[config.mk]
export PLATFORM = sky130hd
export DESIGN_NAME = serial_port
export DESIGN_NICKNAME = d
export VERILOG_FILES = /design/src/uart_pkg.sv /design/src/serial_port.sv
export SDC_FILE = /design/constraint.sdc
export NUM_CORES = 1
export LEC_CHECK = 0
export BUFFER_PORTS_ARGS = -buffer_cell sky130_fd_sc_hd__buf_2
export CAP_MARGIN = 20
export CORE_UTILIZATION = 45
export DETAILED_ROUTE_END_ITERATION = 8
export PLACE_DENSITY = 0.64
export SLEW_MARGIN = 40
export SYNTH_ARGS = -nofsm -noshare
export SYNTH_HDL_FRONTEND = slang
export SYNTH_SLANG_ARGS = --single-unit
[constraint.sdc]
create_clock -name clock -period 3.15 [get_ports clock]
set_clock_uncertainty 0.1 [all_clocks]
set_input_delay 0.63 -clock clock [delete_from_list [all_inputs] [get_ports clock]]
set_output_delay 0.63 -clock clock [all_outputs]
set_load 0.05 [all_outputs]
[src/uart_pkg.sv]
// register map, field positions, reset values and baud constants of the
// serial port. assumes a single system clock and timer overflow pulses.
package uart_pkg;

	// register indices; the bus address is the index itself, with no scaling
	localparam logic [7:0] idx_power      = 8'h87; // power_and_baud_control
	localparam logic [7:0] idx_option     = 8'h94; // option_settings
	localparam logic [7:0] idx_control    = 8'h98; // serial_control
	localparam logic [7:0] idx_data       = 8'h99; // serial_data_buffer
	localparam logic [7:0] idx_irq_status = 8'hB0; // sticky events, read only
	localparam logic [7:0] idx_irq_enable = 8'hB1; // interrupt enables
	localparam logic [7:0] idx_irq_clear  = 8'hB2; // write one to clear
	localparam logic [7:0] idx_baud_src   = 8'hB3; // bit clock sources

	// field positions
	localparam int baud_doubler_pos     = 7;
	localparam int single_wire_pos      = 7;
	localparam int frame_mode_high_pos  = 7;
	localparam int frame_mode_low_pos   = 6;
	localparam int multiproc_filter_pos = 5;
	localparam int rx_enable_pos        = 4;
	localparam int tx_ninth_bit_pos     = 3;
	localparam int rx_ninth_bit_pos     = 2;
	localparam int tx_done_flag_pos     = 1;
	localparam int rx_done_flag_pos     = 0;
	localparam int rx_baud_source_pos   = 1;
	localparam int tx_baud_source_pos   = 0;
	localparam int irq_tx_pos           = 0;
	localparam int irq_rx_pos           = 1;

	// reset values
	localparam logic [7:0] power_reset   = 8'h00;
	localparam logic [7:0] option_reset  = 8'h00;
	localparam logic [7:0] control_reset = 8'h00;
	localparam logic [1:0] src_reset     = 2'h0;
	localparam logic [1:0] irq_reset     = 2'h0;
	localparam logic [7:0] power_rw_mask = 8'h8F; // bits 6..4 read zero

	// frame mode encodings
	localparam logic [1:0] mode_shift    = 2'h0;
	localparam logic [1:0] mode_async8   = 2'h1;
	localparam logic [1:0] mode_fixed9   = 2'h2;
	localparam logic [1:0] mode_var9     = 2'h3;

	// timing: oversample ticks per bit and centre sample point
	localparam logic [3:0] tick_last     = 4'hF; // 16 ticks per bit
	localparam logic [3:0] tick_centre   = 4'h7; // start bit checked here
	// fixed nine-bit mode, doubler clear: one tick every 4 clocks (fsys/64 per bit)
	localparam logic [1:0] fixed_last    = 2'h3;
	localparam logic [3:0] async8_bits   = 4'hA; // start, 8 data, stop
	localparam logic [3:0] async9_bits   = 4'hB; // start, 9 data, stop
	localparam logic [3:0] shift_bits    = 4'h8; // shift-register mode

	typedef enum logic [1:0] {tx_idle, tx_async, tx_shift} tx_state_t;
	typedef enum logic [2:0] {rx_idle, rx_start, rx_data, rx_stop,
		rx_shift} rx_state_t;

endpackage
[src/serial_port.sv]
// serial port with four frame modes, multiprocessor filter, baud doubler
// and one-wire mode, behind an avalon-mm slave with waitrequest.
// assumes timer 1 and timer 2 live outside and hand in one-cycle
// overflow pulses on the system clock; pins are synchronous inputs.
//
// Local design decision: the Avalon-MM slave port.
`timescale 1ns/1ps

module serial_port (
	input  wire logic        clock,
	input  wire logic        nrst,
	input  wire logic [7:0]  address,
	input  wire logic        read,
	input  wire logic        write,
	input  wire logic [31:0] writedata,
	output logic [31:0]      readdata,
	output logic             waitrequest,
	input  wire logic        timer1_overflow,
	input  wire logic        timer2_overflow,
	input  wire logic        rxd_in,
	output logic             rxd_out,
	output logic             rxd_oe,
	input  wire logic        txd_in,
	output logic             txd_out,
	output logic             txd_oe,
	output logic             irq
);
	import uart_pkg::*;

	logic        ack_q;          // second cycle of a bus access
	logic        wr_en;          // write takes effect this edge
	logic [7:0]  power_q;        // power_and_baud_control
	logic [7:0]  option_q;       // option_settings
	logic [7:0]  control_q;      // serial_control
	logic [1:0]  src_q;          // baud source selects
	logic [1:0]  irq_status_q;   // sticky events
	logic [1:0]  irq_enable_q;   // event enables
	logic [7:0]  rd_mux;         // read data before the flop
	logic [31:0] readdata_q;     // read data flop

	logic [1:0]  mode;           // frame mode
	logic        nine;           // nine-bit modes
	logic        baud_doubler;           // baud doubler
	logic        one_wire;       // single wire select
	logic        filter;         // multiprocessor filter
	logic        ren;            // receive enable

	logic        t1_half_q;      // divides timer 1 overflows by two
	logic        t1_tick;        // timer 1 derived oversample tick
	logic [1:0]  fix_cnt_q;      // fixed-rate prescaler
	logic        fix_tick;       // fixed-rate oversample tick
	logic        rx_tick;        // receiver oversample tick
	logic        tx_tick;        // transmitter oversample tick

	tx_state_t   tx_state_q;     // transmitter state
	logic [10:0] tx_sh_q;        // outgoing frame, lsb first
	logic [3:0]  tx_bit_q;       // bit index within frame
	logic [3:0]  tx_sub_q;       // oversample count within bit
	logic        tx_phase_q;     // shift clock phase in shift mode
	logic        tx_done_q;      // one-cycle transmit done event
	logic [3:0]  tx_total;       // frame length of current async mode
	logic        tx_start;       // data buffer written

	rx_state_t   rx_state_q;     // receiver state
	logic [8:0]  rx_sh_q;        // incoming bits, filled from top
	logic [3:0]  rx_bit_q;       // received data bit count
	logic [3:0]  rx_sub_q;       // oversample count within bit
	logic        rx_phase_q;     // shift clock phase when receiving
	logic [7:0]  rx_buf_q;       // received byte, read-only storage
	logic        rx_load_q;      // one-cycle receive done event
	logic        rx_ninth_q;     // ninth bit or stop to capture
	logic        rx_line;        // selected receive pin level
	logic        rx_prev_q;      // line level at the previous tick
	logic [3:0]  rx_count;       // data bits of current mode
	logic        accept;         // frame passes the filter

	// ---------------- bus slave ----------------

	// every access stalls one cycle, completing on the second edge
	always_ff @(posedge clock or negedge nrst) begin
		if (!nrst) begin
			ack_q <= 1'b0;
		end else begin
			ack_q <= (read | write) & ~ack_q;
		end
	end

	assign waitrequest = (read | write) & ~ack_q;
	assign wr_en       = write & ack_q;
	assign readdata    = readdata_q;

	// read mux; unmapped and write-only locations return zero
	always_comb begin
		rd_mux = 8'h00;
		case (address)
			idx_power:      rd_mux = power_q;
			idx_option:     rd_mux = option_q;
			idx_control:    rd_mux = control_q;
			idx_data:       rd_mux = rx_buf_q;
			idx_irq_status: rd_mux = {6'h00, irq_status_q};
			idx_irq_enable: rd_mux = {6'h00, irq_enable_q};
			idx_baud_src:   rd_mux = {6'h00, src_q};
			default:        rd_mux = 8'h00;
		endcase
	end

	// read data captured in the first cycle, stands at the completing edge
	always_ff @(posedge clock or negedge nrst) begin
		if (!nrst) begin
			readdata_q <= 32'h00000000;
		end else if (read && !ack_q) begin
			readdata_q <= {24'h000000, rd_mux};
		end
	end

	// plain configuration registers
	always_ff @(posedge clock or negedge nrst) begin
		if (!nrst) begin
			power_q      <= power_reset;
			option_q     <= option_reset;
			src_q        <= src_reset;
			irq_enable_q <= irq_reset;
		end else if (wr_en) begin
			case (address)
				idx_power:      power_q <= writedata[7:0] & power_rw_mask;
				idx_option:     option_q <= writedata[7:0];
				idx_baud_src:   src_q <= writedata[1:0];
				idx_irq_enable: irq_enable_q <= writedata[1:0];
				default:        ;
			endcase
		end
	end

	// serial_control; hardware sets win over a software write in the
	// same cycle so no done event is ever lost
	always_ff @(posedge clock or negedge nrst) begin
		if (!nrst) begin
			control_q <= control_reset;
		end else begin
			if (wr_en && address == idx_control) begin
				control_q <= writedata[7:0];
			end
			if (rx_load_q) begin
				control_q[rx_ninth_bit_pos] <= rx_ninth_q;
				control_q[rx_done_flag_pos] <= 1'b1;
			end
			if (tx_done_q) begin
				control_q[tx_done_flag_pos] <= 1'b1;
			end
		end
	end

	// sticky interrupt events, cleared by writing ones; set wins
	always_ff @(posedge clock or negedge nrst) begin
		if (!nrst) begin
			irq_status_q <= irq_reset;
			irq          <= 1'b0;
		end else begin
			if (wr_en && address == idx_irq_clear) begin
				irq_status_q <= irq_status_q & ~writedata[1:0];
			end
			if (tx_done_q) begin
				irq_status_q[irq_tx_pos] <= 1'b1;
			end
			if (rx_load_q) begin
				irq_status_q[irq_rx_pos] <= 1'b1;
			end
			irq <= |(irq_status_q & irq_enable_q);
		end
	end

	// ---------------- field decode ----------------

	assign mode     = {control_q[frame_mode_high_pos],
		control_q[frame_mode_low_pos]};
	assign nine     = mode[1];
	assign baud_doubler     = power_q[baud_doubler_pos];
	assign one_wire = option_q[single_wire_pos];
	// the filter has no meaning in shift mode and is ignored there
	assign filter   = control_q[multiproc_filter_pos];
	assign ren      = control_q[rx_enable_pos];
	assign tx_start = wr_en && address == idx_data;
	assign tx_total = nine ? async9_bits : async8_bits;
	assign rx_count = nine ? 4'h9 : 4'h8;
	// one-wire mode listens on the transmit pin
	assign rx_line  = one_wire ? txd_in : rxd_in;

	// ---------------- baud ticks ----------------

	// timer 1 overflows give a tick each, or every second one
	// when the doubler is clear; sixteen ticks make one bit
	always_ff @(posedge clock or negedge nrst) begin
		if (!nrst) begin
			t1_half_q <= 1'b0;
		end else if (timer1_overflow) begin
			t1_half_q <= ~t1_half_q;
		end
	end

	assign t1_tick = timer1_overflow & (baud_doubler | t1_half_q);

	// free prescaler for the fixed nine-bit mode
	always_ff @(posedge clock or negedge nrst) begin
		if (!nrst) begin
			fix_cnt_q <= 2'h0;
		end else begin
			fix_cnt_q <= fix_cnt_q + 2'h1;
		end
	end

	// doubled: tick every 2 clocks (fsys/32), else every 4 (fsys/64)
	assign fix_tick = baud_doubler ? fix_cnt_q[0] : (fix_cnt_q == fixed_last);

	// timer 2 overflow is used directly, so a bit is 16 overflows
	assign rx_tick = (mode == mode_fixed9) ? fix_tick :
		(src_q[rx_baud_source_pos] ? timer2_overflow : t1_tick);
	assign tx_tick = (mode == mode_fixed9) ? fix_tick :
		(src_q[tx_baud_source_pos] ? timer2_overflow : t1_tick);

	// ---------------- transmitter ----------------

	// a write while busy is dropped rather than corrupting a frame
	always_ff @(posedge clock or negedge nrst) begin
		if (!nrst) begin
			tx_state_q <= tx_idle;
			tx_sh_q    <= 11'h7FF;
			tx_bit_q   <= 4'h0;
			tx_sub_q   <= 4'h0;
			tx_phase_q <= 1'b0;
			tx_done_q  <= 1'b0;
		end else begin
			tx_done_q <= 1'b0;
			case (tx_state_q)
				tx_idle: begin
					tx_bit_q   <= 4'h0;
					tx_sub_q   <= 4'h0;
					tx_phase_q <= 1'b0;
					if (tx_start && mode == mode_shift) begin
						tx_sh_q    <= {3'h7, writedata[7:0]};
						tx_state_q <= tx_shift;
					end else if (tx_start) begin
						// stop, ninth, data, start; 8-bit frames see
						// the stop bit in the ninth slot
						tx_sh_q <= {1'b1, nine ?
							control_q[tx_ninth_bit_pos] : 1'b1,
							writedata[7:0], 1'b0};
						tx_state_q <= tx_async;
					end
				end
				tx_async: begin
					if (tx_tick) begin
						tx_sub_q <= tx_sub_q + 4'h1;
						if (tx_sub_q == tick_last) begin
							tx_sh_q  <= {1'b1, tx_sh_q[10:1]};
							tx_bit_q <= tx_bit_q + 4'h1;
							// entering the stop bit
							if (tx_bit_q == tx_total - 4'h2) begin
								tx_done_q <= 1'b1;
							end
							if (tx_bit_q == tx_total - 4'h1) begin
								tx_state_q <= tx_idle;
							end
						end
					end
				end
				tx_shift: begin
					// two clocks a bit: low phase, then high phase
					tx_phase_q <= ~tx_phase_q;
					if (tx_phase_q) begin
						tx_sh_q  <= {1'b1, tx_sh_q[10:1]};
						tx_bit_q <= tx_bit_q + 4'h1;
						if (tx_bit_q == shift_bits - 4'h1) begin
							tx_done_q  <= 1'b1;
							tx_state_q <= tx_idle;
						end
					end
				end
				default: tx_state_q <= tx_idle;
			endcase
		end
	end

	// ---------------- receiver ----------------

	// line level at the last tick; resets to the idle level so that no
	// false start edge follows reset, and a low stop bit cannot restart
	always_ff @(posedge clock or negedge nrst) begin
		if (!nrst) begin
			rx_prev_q <= 1'b1;
		end else if (rx_tick) begin
			rx_prev_q <= rx_line;
		end
	end

	// the filter decision made at the stop-bit sample point
	always_comb begin
		accept = !control_q[rx_done_flag_pos];
		if (nine) begin
			accept = accept && (!filter || rx_sh_q[8]);
		end else begin
			accept = accept && (!filter || rx_line);
		end
	end

	always_ff @(posedge clock or negedge nrst) begin
		if (!nrst) begin
			rx_state_q <= rx_idle;
			rx_sh_q    <= 9'h000;
			rx_bit_q   <= 4'h0;
			rx_sub_q   <= 4'h0;
			rx_phase_q <= 1'b0;
			rx_buf_q   <= 8'h00;
			rx_load_q  <= 1'b0;
			rx_ninth_q <= 1'b0;
		end else begin
			rx_load_q <= 1'b0;
			case (rx_state_q)
				rx_idle: begin
					rx_bit_q   <= 4'h0;
					rx_sub_q   <= 4'h0;
					rx_phase_q <= 1'b0;
					if (ren && mode == mode_shift &&
						!control_q[rx_done_flag_pos] &&
						tx_state_q == tx_idle) begin
						rx_state_q <= rx_shift;
					end else if (ren && mode != mode_shift &&
						rx_tick && rx_prev_q && !rx_line) begin
						rx_state_q <= rx_start;
					end
				end
				rx_start: begin
					if (!ren) begin
						rx_state_q <= rx_idle;
					end else if (rx_tick) begin
						rx_sub_q <= rx_sub_q + 4'h1;
						// centre of start bit; a glitch returns to idle
						if (rx_sub_q == tick_centre - 4'h1) begin
							rx_sub_q   <= 4'h0;
							rx_state_q <= rx_line ? rx_idle : rx_data;
						end
					end
				end
				rx_data: begin
					if (!ren) begin
						rx_state_q <= rx_idle;
					end else if (rx_tick) begin
						rx_sub_q <= rx_sub_q + 4'h1;
						if (rx_sub_q == tick_last) begin
							rx_sh_q  <= {rx_line, rx_sh_q[8:1]};
							rx_bit_q <= rx_bit_q + 4'h1;
							if (rx_bit_q == rx_count - 4'h1) begin
								rx_state_q <= rx_stop;
							end
						end
					end
				end
				rx_stop: begin
					if (!ren) begin
						rx_state_q <= rx_idle;
					end else if (rx_tick) begin
						rx_sub_q <= rx_sub_q + 4'h1;
						if (rx_sub_q == tick_last) begin
							rx_state_q <= rx_idle;
							if (accept) begin
								rx_buf_q   <= nine ? rx_sh_q[7:0] :
									rx_sh_q[8:1];
								rx_ninth_q <= nine ? rx_sh_q[8] :
									rx_line;
								rx_load_q  <= 1'b1;
							end
						end
					end
				end
				rx_shift: begin
					// sample on the rising half of our shift clock
					rx_phase_q <= ~rx_phase_q;
					if (rx_phase_q) begin
						rx_sh_q  <= {rxd_in, rx_sh_q[8:1]};
						rx_bit_q <= rx_bit_q + 4'h1;
						if (rx_bit_q == shift_bits - 4'h1) begin
							rx_buf_q   <= {rxd_in, rx_sh_q[8:2]};
							rx_ninth_q <= control_q[rx_ninth_bit_pos];
							rx_load_q  <= 1'b1;
							rx_state_q <= rx_idle;
						end
					end
				end
				default: rx_state_q <= rx_idle;
			endcase
		end
	end

	// ---------------- pins ----------------

	// pins are registered; in shift mode the transmit pin carries the
	// clock and the receive pin the data, so one-wire does not apply
	always_ff @(posedge clock or negedge nrst) begin
		if (!nrst) begin
			txd_out <= 1'b1;
			txd_oe  <= 1'b1;
			rxd_out <= 1'b1;
			rxd_oe  <= 1'b0;
		end else if (mode == mode_shift) begin
			txd_out <= !((tx_state_q == tx_shift && !tx_phase_q) ||
				(rx_state_q == rx_shift && !rx_phase_q));
			txd_oe  <= 1'b1;
			rxd_out <= tx_sh_q[0];
			rxd_oe  <= tx_state_q == tx_shift;
		end else begin
			txd_out <= tx_sh_q[0];
			// one-wire: release the shared pin between frames
			txd_oe  <= !one_wire || tx_state_q == tx_async;
			rxd_out <= 1'b1;
			rxd_oe  <= 1'b0;
		end
	end

endmodule // serial_port

==> results_dict.tcl, run 1 <==
set metrics [dict create \
    dr_total_vias 3833 \
    dp_cells 683 \
    nFillCells 1059 \
    placementRows 39 \
    cp_max_fo 11 \
    ff_latch_area_mm2 0.002470 \
    die_x_um 110.4 \
    io_pins 86 \
    cts.htree.levels 3 \
    die_y_um 110.4 \
    yosysSeqAreaShare_pct 46.73 \
    grt_start_max_net_pins 58 \
    status "completed" \
    period_share_pct 80.76 \
    antenna_found_initial 0 \
    synthTopCellsByArea "dfrtp_1 40%, mux2_2 9.2%, dfstp_2 7.0%, mux2i_1 4.4%, nand2_1 4.2%" \
    ir_worst_vdd_mv 0.3792 \
    max_freq_ghz 0.3931 \
    switching_share_pct 33.36 \
    cts_setup_buffers 0 \
    ctsHoldBuffers 0 \
    combPwrFrac_pct 27.8 \
    p_leak_uw 0.002713 \
    fin_tns_setup_ns 0 \
    p_int_uw 2664 \
    p_per_area_mw_per_mm2 681.8 \
    maxCapViolCount 0 \
    vias_per_cell 5.484 \
    synth_top_area_share_pct 39.77 \
    crit_path_end_kind "flip-flop" \
    gp_congestion 0.8677 \
    regToRegSetupSlack_ns 0.61 \
    synth-warning-count 0 \
    cts_sinks 98 \
    rsz0062_at_grt "false" \
    clock_latency_ns 0.35 \
    first_iter_violations 197 \
    post_cts_resized 0 \
    firstDrtPassIters 4 \
    maxSlewViolCount 0 \
    cp_data_arrival_time_ns 2.68 \
    layout-drive-gt1-share_pct 23.56 \
    cts-buffers-inserted 9 \
    area_growth_syn_to_layout_pct 10.91 \
    timing.rr.end "rx_state_q[0]$_DFFE_PN0P_" \
    ant_nets 0 \
    max_slew_margin_pct 53.00 \
    dieArea_mm2 0.01218 \
    synth-async-reset-ratio_pct 100.0 \
    ys_types 71 \
    n_antenna_cell 0 \
    hold_path_class "input port to asynchronous set/reset pin" \
    wl_per_cell_um 15.59 \
    syn-cell-area_mm2 0.005285 \
    whs_ns 0.1631 \
    reg2reg_from "tx_state_q[1]$_DFFE_PN0P_" \
    seq_power_share_pct 42.6 \
    layout.cells.non_filler 699 \
    synth_cells 514 \
    final_util_pct 51.34 \
    core_area_mm2 0.01142 \
    cts_tree "yes" \
    crit_type "flip-flop to flip-flop" \
    drt-total-wl_um 10900 \
    setup_viol 0 \
    crit_path_start_kind "flip-flop" \
    finalWorstPathRequiredPeriod_ns 2.544 \
    r2r_cells 7 \
    drc 0 \
    p_clk_share_pct 29.6 \
    dp_hpwl_um 7860 \
    clock_path_buffers 2 \
    clk_pin_slew_ns 0.07 \
    track_usage_pct 19.07 \
    cts_root_buffer "clkbuf_16" \
    synthFlopType "dfrtp_1" \
    start_util_pct 46.29 \
    synth_seq_cells 98 \
    tightest_slew_ns 0.7003 \
    switching_power_uw 1333 \
    yosys.area.top_type "dfrtp_1" \
    grt_pass1_wl_um 17440 \
    grt_overflow 0 \
    numPortBuffers 37 \
    hold_viol_final 0 \
    synth_edf_count 0 \
    grt_pass1_vias 3458 \
    cp_data_required_time_ns 3.28 \
    fin_nets 608 \
    multi_input_area_mm2 0.002581 \
    avgSynthCellArea_um2 10.28 \
]
## cell type report
cell class,count,share of cell area [%]
clock inverter,6,1.537
clock buffer,10,3.906
tap,143,3.052
multi-input combinational,383,44.03
inverter,14,0.8965
sequential,98,42.13
timing repair buffer,45,4.440
## metrics by stage
stage	setup slack, ns	instance area, um2	total power (uW)
detailed placement	0.5464	5543	2834
floorplan	0.7361	5371	2597
finish	0.6061	5862	3997
CTS	0.6247	5862	4026
global route	0.4574	5862	4231
global placement	0.5779	5543	2798
## worst max-delay path by stage
stage | endpoint | depth (start not counted) | from | slack, ns
6_report | rx_state_q[0]$_DFFE_PN0P_ | 7 | tx_state_q[1]$_DFFE_PN0P_ | 0.61
5_1_grt | tx_sh_q[3]$_DFFE_PN1P_ | 7 | tx_state_q[1]$_DFFE_PN0P_ | 0.46
4_1_cts | rx_state_q[0]$_DFFE_PN0P_ | 7 | tx_state_q[1]$_DFFE_PN0P_ | 0.62
3_5_place_dp | tx_sh_q[3]$_DFFE_PN1P_ | 6 | address[2] | 0.55
3_3_place_gp | tx_sh_q[5]$_DFFE_PN1P_ | 6 | address[2] | 0.58
2_1_floorplan | tx_sh_q[1]$_DFFE_PN1P_ | 5 | address[2] | 0.74
## cells in the final DEF (no fill, tap or decap), types with 3 or more instances in the layout
| master | n |
|---|---|
| a21o_1 | 4 |
| a21oi_1 | 25 |
| a221oi_1 | 5 |
| a22o_1 | 10 |
| buf_2 | 36 |
| buf_4 | 8 |
| clkbuf_16 | 9 |
| conb_1 | 24 |
| dfrtp_1 | 84 |
| dfstp_2 | 14 |
| ha_1 | 9 |
| inv_1 | 14 |
| mux2_2 | 43 |
| mux2i_1 | 23 |
| nand2_1 | 59 |
| nand2b_1 | 10 |
| nand3_1 | 10 |
| nand3b_1 | 3 |
| nand4b_1 | 4 |
| nor2_1 | 34 |
| nor2b_1 | 6 |
| nor3_1 | 10 |
| nor3_2 | 3 |
| o211ai_1 | 3 |
| o21ai_0 | 33 |
| o22ai_1 | 3 |
| o31ai_1 | 4 |
| or2_2 | 3 |
## flip-flops by register name, indices dropped and copies added, names as in the netlist, 5 cells and up
| name | cells |
|---|---|
| power_q | 5 |
| tx_sh_q | 10 |
| rx_sh_q | 9 |
| option_q | 8 |
| readdata | 8 |
| rx_buf_q | 8 |
| control_q | 8 |
## cells by family after synthesis
logic type,count (synthesis),share of synthesized area (%)
simple gates,163,15.93
compound gates,116,14.56
flops,98,46.73
mux,68,14.01
buf+inv,56,6.061
fa+ha+maj,9,2.131
xor+xnor,3,0.4972
other cells,1,0.07095
## critical path: stages, from the launching register on
cell       delay, ns
dfrtp_1         0.41
inv_1           0.09
ha_1            0.46
nand4bb_1       0.18
o31ai_2         0.23
a211oi_1        0.08
or4_4           0.57
mux2_4          0.30
## cells in the mapped netlist, types with 4 or more instances
cell	instances
mux2i_1	23
a22o_1	10
inv_1	14
buf_4	24
dfstp_2	14
nor2b_1	6
o21ai_0	33
nor3_1	10
buf_2	4
mux2_2	43
nand4b_1	4
nand2_1	59
o31ai_1	4
nand3_1	10
ha_1	9
a221oi_1	5
clkbuf_1	10
nor2_1	34
dfrtp_1	84
a21oi_1	25
a21o_1	4
nand2b_1	10
## metal layers
| layer | vias to the layer above | GRT usage, % | routed length [um] |
|---|---|---|---|
| met5 | - | 0 | 0 |
| met4 | 0 | 6.861 | 185 |
| met3 | 17 | 4.292 | 392 |
| met2 | 86 | 29.86 | 5110 |
| met1 | 1857 | 25.88 | 5211 |
| li1 | 1873 | - | - |
## power groups by stage
stage,clock network (uW),logic [uW],registers [uW]
after global placement,0,1090,1710
after CTS,1210,1120,1700
final,1180,1110,1700
after floorplan,0,893,1700
after detailed placement,0,1110,1720
after global routing,1260,1240,1740
(Power assumes the default switching activity.)
==> inputs of run 2 (changes only) <==
Settings changed: PLACE_DENSITY 0.64 to 0.66.
Clock period 3.15 ns to 2.2 ns, I/O delays scaled along.
==> run 2 against run 1 <==
  * Wire length grew 7.5%
  * Hold slack lost 0.15 ns
  * Via count is 5.2% higher
  * Critical path depth did not move
  * Sequential power increased by 43%
  * Register-to-register slack got worse by 0.57 ns
  * Clock power grew 47%
  * Sequential cell count stayed put
  * Worst setup slack lost 0.57 ns
  * Utilization up 2.8 points
==> results_dict.tcl, run 2 (synthesis results as in run 1) <==
set metrics [dict create \
    wl_per_cell_um 16.03 \
    ir_worst_vdd_mv 0.5545 \
    hold_path_class "input port to asynchronous set/reset pin" \
    p_int_uw 4093 \
    first_iter_violations 206 \
    switching_share_pct 32.92 \
    largest_register_ff_count 10 \
    clock_path_buffers 2 \
    p_clk_share_pct 28.4 \
    maxCapViolCount 0 \
    track_usage_pct 20.78 \
    antenna_found_initial 0 \
    core_area_mm2 0.01142 \
    dp_hpwl_um 8538 \
    p_leak_uw 0.002887 \
    n_antenna_cell 0 \
    cts-buffers-inserted 9 \
    grt_pass1_vias 3811 \
    finalWorstPathRequiredPeriod_ns 2.160 \
    crit_type "flip-flop to flip-flop" \
    grt_overflow 0 \
    reg_top3 "tx_sh_q (10), rx_sh_q (9)" \
    clock_latency_ns 0.34 \
    grt_start_max_net_pins 41 \
    hold_viol_final 0 \
    switching_power_uw 2009 \
    numPortBuffers 37 \
    final_common_cell "dfrtp_1" \
    dieArea_mm2 0.01218 \
    fin_nets 640 \
    vias_per_cell 5.514 \
    start_util_pct 46.29 \
    crit_path_start_kind "flip-flop" \
    rsz0062_at_grt "true" \
    dp_cells 711 \
    ant_nets 0 \
    max_slew_margin_pct 60.90 \
    placementRows 39 \
    p_per_area_mw_per_mm2 987.2 \
    layout-drive-gt1-share_pct 29.08 \
    ctsHoldBuffers 0 \
    clk_pin_slew_ns 0.07 \
    die_x_um 110.4 \
    maxSlewViolCount 0 \
    drc 0 \
    cp_max_fo 3 \
    period_share_pct 98.20 \
    whs_ns 0.01161 \
    status "completed" \
    dr_total_vias 4031 \
    die_y_um 110.4 \
    cts.htree.levels 3 \
    seq_power_share_pct 39.8 \
    tightest_slew_ns 0.5865 \
    grt_pass1_wl_um 19050 \
    r2r_cells 7 \
    gp_congestion 0.9056 \
    combPwrFrac_pct 31.7 \
    cts_tree "yes" \
    cp_data_arrival_time_ns 2.29 \
    max_freq_ghz 0.4629 \
    drt-total-wl_um 11720 \
    area_growth_syn_to_layout_pct 16.95 \
    regMostFlops "tx_sh_q" \
    setup_viol 0 \
    io_pins 86 \
    firstDrtPassIters 4 \
    layout_common_cells "83 x dfrtp_1, 59 x nand2_1, 43 x mux2_2" \
    cts_root_buffer "clkbuf_16" \
    cp_data_required_time_ns 2.33 \
    cts_sinks 98 \
    layout.cells.non_filler 731 \
    crit_path_end_kind "flip-flop" \
]
run 2: what timing repair did:
item                       CTS  global route
setup endpoints to repair    5            21
pin swaps                    1             0
setup buffers                1             3
gates resized for setup      0             9
run 2: path summary, 6_finish.rpt:
kind	startpoint	endpoint	slack [ns]
min in group clock	timer1_overflow	t1_half_q$_DFFE_PN0P_	0.22
setup / recovery	tx_state_q[0]$_DFFE_PN0P_	rx_state_q[0]$_DFFE_PN0P_	0.04
hold reg to reg	fix_cnt_q[0]$_DFF_PN0_	fix_cnt_q[0]$_DFF_PN0_	0.37
hold / removal	nrst	tx_done_q$_DFF_PN0_	0.01
setup reg to reg	tx_state_q[0]$_DFFE_PN0P_	rx_state_q[0]$_DFFE_PN0P_	0.04
max in group asynchronous	nrst	rx_bit_q[2]$_DFFE_PN0P_	1.43
run 2: worst max-delay path: stages (launching register included):
cell       delay, ns
dfrtp_1         0.40
inv_2           0.08
ha_2            0.19
nand4bb_1       0.12
o31ai_2         0.20
a211oi_1        0.08
or4_4           0.57
mux2_4          0.31
run 2: area by class of cell:
type / instances / area [um2]
flip-flops and latches: 98 / 2471
repair buffers: 77 / 541.8
multi-input cells: 383 / 2608
fillers: 992 / 5238
clock buffers: 11 / 242.7
clock inverters: 5 / 86.33
inverters: 14 / 52.55
well taps: 143 / 178.9
run 2: power by group through the flow:
stage / combinational (uW) / clock (uW) / sequential [uW]
2_1_floorplan: 1280 / 0 / 2440
3_3_place_gp: 1800 / 0 / 2440
3_5_place_dp: 1860 / 0 / 2460
4_1_cts: 1870 / 1780 / 2430
5_1_grt: 2140 / 1850 / 2480
6_report: 1940 / 1730 / 2430
run 2: routing by layer:
metal | GRT usage (%) | vias to the layer above | share of wire, %
met5 | 0 | - | 0
met3 | 3.704 | 6 | 2.7
li1 | - | 1940 | -
met2 | 35.40 | 68 | 50
met1 | 26.91 | 2017 | 46
met4 | 6.203 | 0 | 0.83
run 2: per-stage QoR:
stage	total power, uW	cell area [um2]	utilization (%)	setup TNS, ns	worst slack [ns]
floorplan	3723	5373	-	0	0.01659
global placement	4233	5791	50.71	-0.1434	-0.05733
detailed placement	4317	5791	50.71	-1.128	-0.1024
CTS	6081	6127	53.66	0	0.009522
global route	6466	6181	54.13	-0.2958	-0.04168
finish	6102	6181	54.13	0	0.03968
